--- config.mk ---
export PLATFORM = sky130hd
export DESIGN_NAME = adc_status_register_map
export DESIGN_NICKNAME = d
export VERILOG_FILES = /design/src/monitor_regs_pkg.sv /design/src/adc_status_register_map.sv /design/src/control_store.sv
export SDC_FILE = /design/constraint.sdc
export NUM_CORES = 2
export LEC_CHECK = 0
export BUFFER_PORTS_ARGS = -buffer_cell sky130_fd_sc_hd__buf_2
export CAP_MARGIN = 20
export CORE_ASPECT_RATIO = 0.75
export CORE_MARGIN = 1.5
export CORE_UTILIZATION = 25
export DETAILED_ROUTE_END_ITERATION = 7
export SLEW_MARGIN = 10
export SYNTH_ARGS = -nofsm -noshare
export SYNTH_HDL_FRONTEND = slang
export SYNTH_SLANG_ARGS = --single-unit
--- constraint.sdc ---
create_clock -name clk -period 3.3 [get_ports clk]
set_input_delay 0.33 -clock clk [delete_from_list [all_inputs] [get_ports clk]]
set_output_delay 0.33 -clock clk [all_outputs]
set_load 0.01 [all_outputs]
--- src/monitor_regs_pkg.sv ---
// shared constants and types for the monitor register bank
package monitor_regs_pkg;
	localparam int ADDR_W = 7;
	localparam int DATA_W = 16;
	localparam int RESULT_W = 12;
	localparam int NUM_REGS = 128;
	localparam logic [6:0] STATUS_LAST = 7'h3F;
	localparam logic [6:0] CONTROL_FIRST = 7'h40;
	localparam logic [6:0] TEMPERATURE_RESULT = 7'h00;
	localparam logic [6:0] CORE_SUPPLY_RESULT = 7'h01;
	localparam logic [6:0] AUX_SUPPLY_RESULT = 7'h02;
	localparam logic [6:0] DEDICATED_INPUT_RESULT = 7'h03;
	localparam logic [6:0] POS_REFERENCE_RESULT = 7'h04;
	localparam logic [6:0] NEG_REFERENCE_RESULT = 7'h05;
	localparam logic [6:0] BLOCK_MEMORY_SUPPLY_RESULT = 7'h06;
	localparam logic [6:0] UNUSED_LOCATION_A = 7'h07;
	localparam logic [6:0] SUPPLY_OFFSET_COEFF_A = 7'h08;
	localparam logic [6:0] CONVERTER_OFFSET_COEFF_A = 7'h09;
	localparam logic [6:0] CONVERTER_GAIN_COEFF_A = 7'h0A;
	localparam logic [6:0] UNUSED_LOCATION_B = 7'h0B;
	localparam logic [6:0] UNUSED_LOCATION_C = 7'h0C;
	localparam logic [6:0] HOST_CORE_SUPPLY_RESULT = 7'h0D;
	localparam logic [6:0] HOST_AUX_SUPPLY_RESULT = 7'h0E;
	localparam logic [6:0] HOST_MEMORY_IO_SUPPLY_RESULT = 7'h0F;
	localparam logic [6:0] AUXILIARY_INPUT_RESULTS = 7'h10;
	localparam logic [6:0] PEAK_TEMPERATURE = 7'h20;
	localparam logic [6:0] PEAK_CORE_SUPPLY = 7'h21;
	localparam logic [6:0] PEAK_AUX_SUPPLY = 7'h22;
	localparam logic [6:0] PEAK_BLOCK_MEMORY_SUPPLY = 7'h23;
	localparam logic [6:0] LOWEST_TEMPERATURE = 7'h24;
	localparam logic [15:0] PEAK_RESET = 16'h0000;
	localparam logic [15:0] LOWEST_RESET = 16'hFFFF;
	localparam logic [15:0] UNUSED_READ = 16'h0000;
	localparam logic [15:0] CONTROL_RESET = 16'h0000;
	localparam logic [3:0] LOW_PAD = 4'h0;

	typedef struct packed {
		logic en;
		logic we;
		logic [6:0] addr;
		logic [15:0] wdata;
	} port_req_t;

	typedef struct packed {
		logic valid;
		logic [4:0] channel;
		logic [11:0] code;
	} result_t;

	typedef struct packed {
		logic valid;
		logic [1:0] index;
		logic [15:0] value;
	} coeff_t;
endpackage

--- src/adc_status_register_map.sv ---
`timescale 1ns/1ps
// register bank of a dual converter monitor behind the dynamic configuration port
module adc_status_register_map
	import monitor_regs_pkg::*;
(
	// clock and reset
	input wire logic clk,
	input wire logic rst,
	// fabric side of the configuration port
	input wire port_req_t fabric_req,
	output logic [15:0] fabric_rdata,
	output logic fabric_ready,
	// jtag side of the configuration port
	input wire port_req_t jtag_req,
	output logic [15:0] jtag_rdata,
	output logic jtag_ready,
	// conversion results and calibration from the converter
	input wire result_t conv_result,
	input wire coeff_t coeff_update
);
	////////////////////////////////////////////////////////////////////////
	// helpers

	function automatic logic is_status(input logic [6:0] a);
		return a <= STATUS_LAST;
	endfunction

	function automatic logic [15:0] left_align(input logic [11:0] code);
		return {code, LOW_PAD};
	endfunction

	////////////////////////////////////////////////////////////////////////
	// arbitration between fabric and jtag

	typedef enum logic [1:0] {
		ST_IDLE = 2'b00,
		ST_READ = 2'b01,
		ST_DONE = 2'b10
	} arb_state_t;

	arb_state_t state_ff;
	arb_state_t nxt_state;
	logic owner_jtag_ff;
	logic last_jtag_ff;
	port_req_t cur_ff;
	logic fabric_pend_ff;
	logic jtag_pend_ff;
	port_req_t fabric_hold_ff;
	port_req_t jtag_hold_ff;
	logic grant_jtag;
	logic grant_any;

	// requests latched so an en pulse is never lost while the other side owns the port
	always_ff @(posedge clk) begin
		if (rst) begin
			fabric_pend_ff <= 1'b0;
			fabric_hold_ff <= '0;
		end else if (fabric_req.en) begin
			fabric_pend_ff <= 1'b1;
			fabric_hold_ff <= fabric_req;
		end else if (grant_any && !grant_jtag) begin
			fabric_pend_ff <= 1'b0;
		end
	end

	always_ff @(posedge clk) begin
		if (rst) begin
			jtag_pend_ff <= 1'b0;
			jtag_hold_ff <= '0;
		end else if (jtag_req.en) begin
			jtag_pend_ff <= 1'b1;
			jtag_hold_ff <= jtag_req;
		end else if (grant_any && grant_jtag) begin
			jtag_pend_ff <= 1'b0;
		end
	end

	// round robin so neither source starves the other
	always_comb begin
		grant_any = (state_ff == ST_IDLE) && (fabric_pend_ff || jtag_pend_ff);
		if (fabric_pend_ff && jtag_pend_ff) begin
			grant_jtag = !last_jtag_ff;
		end else begin
			grant_jtag = jtag_pend_ff;
		end
	end

	always_comb begin
		nxt_state = state_ff;
		case (state_ff)
			ST_IDLE: begin
				if (grant_any) begin
					nxt_state = ST_READ;
				end
			end
			ST_READ: begin
				nxt_state = ST_DONE;
			end
			ST_DONE: begin
				nxt_state = ST_IDLE;
			end
			default: begin
				nxt_state = ST_IDLE;
			end
		endcase
	end

	always_ff @(posedge clk) begin
		if (rst) begin
			state_ff <= ST_IDLE;
		end else begin
			state_ff <= nxt_state;
		end
	end

	always_ff @(posedge clk) begin
		if (rst) begin
			cur_ff <= '0;
			owner_jtag_ff <= 1'b0;
			last_jtag_ff <= 1'b0;
		end else if (grant_any) begin
			cur_ff <= grant_jtag ? jtag_hold_ff : fabric_hold_ff;
			owner_jtag_ff <= grant_jtag;
			last_jtag_ff <= grant_jtag;
		end
	end

	////////////////////////////////////////////////////////////////////////
	// status registers

	logic [15:0] status_ff [0:31];
	logic [15:0] coeff_ff [0:2];
	logic [15:0] peak_ff [0:3];
	logic [15:0] lowest_temp_ff;
	logic [15:0] new_value;

	assign new_value = left_align(conv_result.code);

	// results only come from the converter; port writes never reach here
	always_ff @(posedge clk) begin
		if (rst) begin
			for (int i = 0; i < 32; i++) begin
				status_ff[i] <= UNUSED_READ;
			end
		end else if (conv_result.valid) begin
			status_ff[conv_result.channel] <= new_value;
		end
	end

	always_ff @(posedge clk) begin
		if (rst) begin
			for (int i = 0; i < 3; i++) begin
				coeff_ff[i] <= UNUSED_READ;
			end
		end else if (coeff_update.valid && coeff_update.index != 2'd3) begin
			coeff_ff[coeff_update.index] <= coeff_update.value;
		end
	end

	// sensor channel for each peak slot: temperature, core, auxiliary, block memory
	function automatic logic [4:0] peak_channel(input int k);
		case (k)
			0: return TEMPERATURE_RESULT[4:0];
			1: return CORE_SUPPLY_RESULT[4:0];
			2: return AUX_SUPPLY_RESULT[4:0];
			default: return BLOCK_MEMORY_SUPPLY_RESULT[4:0];
		endcase
	endfunction

	always_ff @(posedge clk) begin
		if (rst) begin
			for (int k = 0; k < 4; k++) begin
				peak_ff[k] <= PEAK_RESET;
			end
		end else if (conv_result.valid) begin
			for (int k = 0; k < 4; k++) begin
				if (conv_result.channel == peak_channel(k) && new_value > peak_ff[k]) begin
					peak_ff[k] <= new_value;
				end
			end
		end
	end

	always_ff @(posedge clk) begin
		if (rst) begin
			lowest_temp_ff <= LOWEST_RESET;
		end else if (conv_result.valid && conv_result.channel == TEMPERATURE_RESULT[4:0]
				&& new_value < lowest_temp_ff) begin
			lowest_temp_ff <= new_value;
		end
	end

	////////////////////////////////////////////////////////////////////////
	// control registers

	logic ctrl_wr;
	logic [15:0] ctrl_rdata;

	// writes below 40h fall through here and are simply dropped
	assign ctrl_wr = (state_ff == ST_READ) && cur_ff.we && !is_status(cur_ff.addr);

	control_store u_control_store (
		.clk(clk),
		.wr_en(ctrl_wr),
		.wr_addr(cur_ff.addr[5:0]),
		.wr_data(cur_ff.wdata),
		.rd_addr(cur_ff.addr[5:0]),
		.rd_data(ctrl_rdata)
	);

	////////////////////////////////////////////////////////////////////////
	// read decode

	logic [15:0] status_rdata_ff;
	logic [15:0] read_value;

	always_ff @(posedge clk) begin
		if (rst) begin
			status_rdata_ff <= UNUSED_READ;
		end else if (state_ff == ST_READ) begin
			if (cur_ff.addr < PEAK_TEMPERATURE) begin
				case (cur_ff.addr)
					SUPPLY_OFFSET_COEFF_A: status_rdata_ff <= coeff_ff[0];
					CONVERTER_OFFSET_COEFF_A: status_rdata_ff <= coeff_ff[1];
					CONVERTER_GAIN_COEFF_A: status_rdata_ff <= coeff_ff[2];
					UNUSED_LOCATION_A, UNUSED_LOCATION_B, UNUSED_LOCATION_C: status_rdata_ff <= UNUSED_READ;
					default: status_rdata_ff <= status_ff[cur_ff.addr[4:0]];
				endcase
			end else if (cur_ff.addr <= PEAK_BLOCK_MEMORY_SUPPLY) begin
				status_rdata_ff <= peak_ff[cur_ff.addr[1:0]];
			end else if (cur_ff.addr == LOWEST_TEMPERATURE) begin
				status_rdata_ff <= lowest_temp_ff;
			end else begin
				status_rdata_ff <= UNUSED_READ;
			end
		end
	end

	logic status_sel_ff;

	always_ff @(posedge clk) begin
		if (rst) begin
			status_sel_ff <= 1'b1;
		end else if (state_ff == ST_READ) begin
			status_sel_ff <= is_status(cur_ff.addr);
		end
	end

	assign read_value = status_sel_ff ? status_rdata_ff : ctrl_rdata;

	////////////////////////////////////////////////////////////////////////
	// answers, one-cycle ready to the owning side

	always_ff @(posedge clk) begin
		if (rst) begin
			fabric_ready <= 1'b0;
			jtag_ready <= 1'b0;
			fabric_rdata <= CONTROL_RESET;
			jtag_rdata <= CONTROL_RESET;
		end else begin
			fabric_ready <= (state_ff == ST_DONE) && !owner_jtag_ff;
			jtag_ready <= (state_ff == ST_DONE) && owner_jtag_ff;
			if (state_ff == ST_DONE && !owner_jtag_ff) begin
				fabric_rdata <= read_value;
			end
			if (state_ff == ST_DONE && owner_jtag_ff) begin
				jtag_rdata <= read_value;
			end
		end
	end
endmodule

--- src/control_store.sv ---
`timescale 1ns/1ps
// 64-word control memory with registered read data
module control_store
	import monitor_regs_pkg::*;
(
	// clock
	input wire logic clk,
	// access
	input wire logic wr_en,
	input wire logic [5:0] wr_addr,
	input wire logic [15:0] wr_data,
	input wire logic [5:0] rd_addr,
	output logic [15:0] rd_data
);
	logic [15:0] mem [0:63];

	always_ff @(posedge clk) begin
		if (wr_en) begin
			mem[wr_addr] <= wr_data;
		end
	end

	always_ff @(posedge clk) begin
		rd_data <= mem[rd_addr];
	end
endmodule

==> flow_metrics.py <==
metrics = {
    "timing": {
        "rsz0062_at_grt": "no",
        "timing.final.crit_share_pct": 95.3,
        "worst_slew_pin_slew_ps": 998,
        "hold_viol": 0,
        "final.setup.tns_ps": 0,
        "fin_skew_ps": 48.7,
        "drv_slew": 0,
        "finalSetupViolations": 0,
        "fin_crit_ps": 3140,
        "slew_headroom_pct": 33.5,
        "max_freq_mhz": 318,
    },
    "yosys": {
        "ys_seq_area_share_pct": 70.9,
        "synthCells": 3811,
        "synthArstFlopShare_pct": 0,
        "synth.avg_cell_area_um2": 17.9,
        "synth.top_cell.area_share_pct": 66.2,
        "synth_area_leaders": "edfxtp_1 (66%), mux4_2 (14%), dfxtp_1 (4.8%)",
        "ys_ff_latch": 1666,
        "syn-cell-area_mm2": 0.0682,
        "synth_edf_count": 1504,
        "synth_cell_types": 58,
        "synth.net_count": 3960,
        "yosysTopAreaCell": "edfxtp_1",
        "yosys_warnings": 0,
        "synthFlopType": "edfxtp_1",
    },
    "power_and_ir_drop": {
        "finalPower_w": 0.0461,
        "p_leak_nw": 26.4,
        "p_per_area_mw_per_mm2": 569,
        "max-vdd-ir-drop_mv": 0.419,
    },
    "critical_path": {
        "worst-path-max-fanout": 40,
        "crit_required_ps": 3950,
        "cp-start-kind": "flop",
        "end_kind": "flop",
        "arrival_ps": 3790,
        "r2r_slack_ps": 160,
        "crit_type": "flop to flop",
    },
    "route": {
        "drc": 0,
        "drtPass1Iterations": 7,
        "wirelength_mm": 186,
        "vias_per_cell": 4.67,
        "antenna_left": 0,
        "post_drt_wl_per_cell_um": 23.5,
        "vias": 36900,
        "drt_iter0_drc": 3930,
    },
    "clocking": {
        "cts_tree": "built",
        "htreeDepth": 4,
        "clock_sinks": 1666,
        "cts_root_buffer": "clkbuf_16",
        "cts_max_path_buffers": 3,
        "post_cts_resized": 0,
        "post-cts-setup-buffers": 0,
        "clkTransAtPathRegs_ps": 60,
        "cts_buffers": 174,
        "clk-insertion-delay-late_ps": 820,
        "ctsHoldBuffers": 80,
    },
    "cells_and_area": {
        "fin_util_pct": 30.0,
        "final_common_cell": "edfxtp_1",
        "drive_above_1_share_pct": 26.5,
        "layout.nets": 4316,
        "mostFrequentLayoutCells": "edfxtp_1 (1504), mux4_2 (422), and2_1 (403), nor2_1 (261), buf_4 (221)",
        "fill_cells": 26300,
        "synthToLayoutAreaGrowth_pct": 18.7,
    },
    "placement": {
        "numPortBuffers": 122,
        "gp_congestion": 0.849,
        "dp_hpwl_mm": 118,
    },
    "die": {
        "die_y_um": 455,
        "fp.dieArea_mm2": 0.276,
        "die_x_um": 606,
        "core-area_mm2": 0.270,
        "rows": 165,
        "initial_utilization_pct": 25.2,
        "io_pins": 123,
    },
    "global_routing": {
        "track_usage_pct": 13.2,
        "grt_start_max_net_pins": 113,
        "antenna_found_initial": 11,
        "first_global_vias": 36600,
        "grt_pass1_wl_mm": 265,
        "gr-total-overflow": 0,
    },
    "hold_path": {
        "min_path_type": "input pin to flop",
    },
    "run": {
        "cap_violations": 0,
    },
    "outcome": {
        "status": "completed",
    },
}
## metal layers
metal	part of all wire (%)	global-route usage, %	up-vias
li1	-	-	15700
met1	42	17.9	19500
met2	48	21.0	1389
met3	7.5	2.73	256
met4	3.0	4.28	2
met5	0.0065	0	-
## cells in the mapped netlist, types with 11 or more instances
cell type,instances
dfxtp_1,162
a21oi_1,42
a222oi_1,28
nand2_1,35
a221oi_1,19
o21a_1,13
clkbuf_1,195
nand2b_1,26
ha_1,60
nor2b_1,41
nand4_1,11
mux2i_1,99
edfxtp_1,1504
a21o_1,15
o21ai_0,16
buf_1,22
o211ai_1,13
a31oi_1,13
nor2_1,292
nor3_1,52
mux4_2,422
a211oi_1,55
inv_1,62
buf_4,20
and2_1,403
a22oi_1,49
buf_2,27
or2_2,31
## per-stage QoR
| stage | setup slack [ps] | instances | hold WS [ps] | area, µm² |
|---|---|---|---|---|
| 2_1_floorplan | 514 | 3811 | 456 | 68200 |
| 3_3_place_gp | 191 | 7496 | 479 | 74500 |
| 3_5_place_dp | 155 | 7498 | 487 | 74600 |
| 4_1_cts | 137 | 7898 | 44.9 | 81000 |
| 5_1_grt | 77.7 | 7903 | 100 | 81000 |
| 6_report | 156 | 7904 | 126 | 81000 |
## worst paths after layout
check,start,to,depth (start not counted)
max,cur_ff[17]$_SDFFE_PP0P_,u_control_store.rd_data[14]$_DFF_P_,6
min,conv_result[6],status_ff[5][6]$_SDFFCE_PN0P_,3
max reg2reg,cur_ff[17]$_SDFFE_PP0P_,u_control_store.rd_data[14]$_DFF_P_,6
min reg2reg,fabric_hold_ff[10]$_SDFFE_PP0P_,fabric_hold_ff[10]$_SDFFE_PP0P_,2
## worst max-delay path: stages, from the launching register on
cell and delay (ps):
dfxtp_4 800, buf_12 310, buf_4 250, mux4_2 340, mux4_2 530, a22oi_1 490, nand2_1 160
## sequential cells by signal, indices dropped and copies added, names as in the netlist, 2 cells and up, named ones only
name	flops
cur_ff	24
state_ff	2
u_control_store.rd_data	16
coeff_ff	48
u_control_store.mem	1024
status_ff	384
lowest_temp_ff	13
jtag_hold_ff	24
peak_ff	48
status_rdata_ff	16
fabric_rdata	16
fabric_hold_ff	24
jtag_rdata	16
## report_power, final
part | internal (W) | total [W] | leakage (nW) | switching [W]
sequential | 0.0234 | 0.0239 | 15.4 | 0.000419
combinational | 0.00126 | 0.00306 | 8.29 | 0.00180
clock | 0.0108 | 0.0192 | 2.74 | 0.00838
## cells by family after synthesis
| logic type | synth area share, % |
|---|---|
| and+or+nand+nor | 7.34 |
| buffers and inverters | 2.10 |
| muxes | 15.4 |
| DFF | 70.9 |
| AOI/OAI and AO/OA | 3.14 |
| adders and majority gates | 1.10 |
## area by class of cell
class	count	area (µm²)	area share [%]
Clock buffer	229	4750	5.86
Antenna cell	3	7.51	0.00926
Timing Repair Buffer	453	3680	4.54
Clock inverter	91	861	1.06
Tap cell	3590	4490	5.54
Sequential cell	1666	48500	59.8
Multi-Input combinational cell	1810	18600	22.9
Inverter	62	233	0.287
Power figures use the tool's default switching activity.
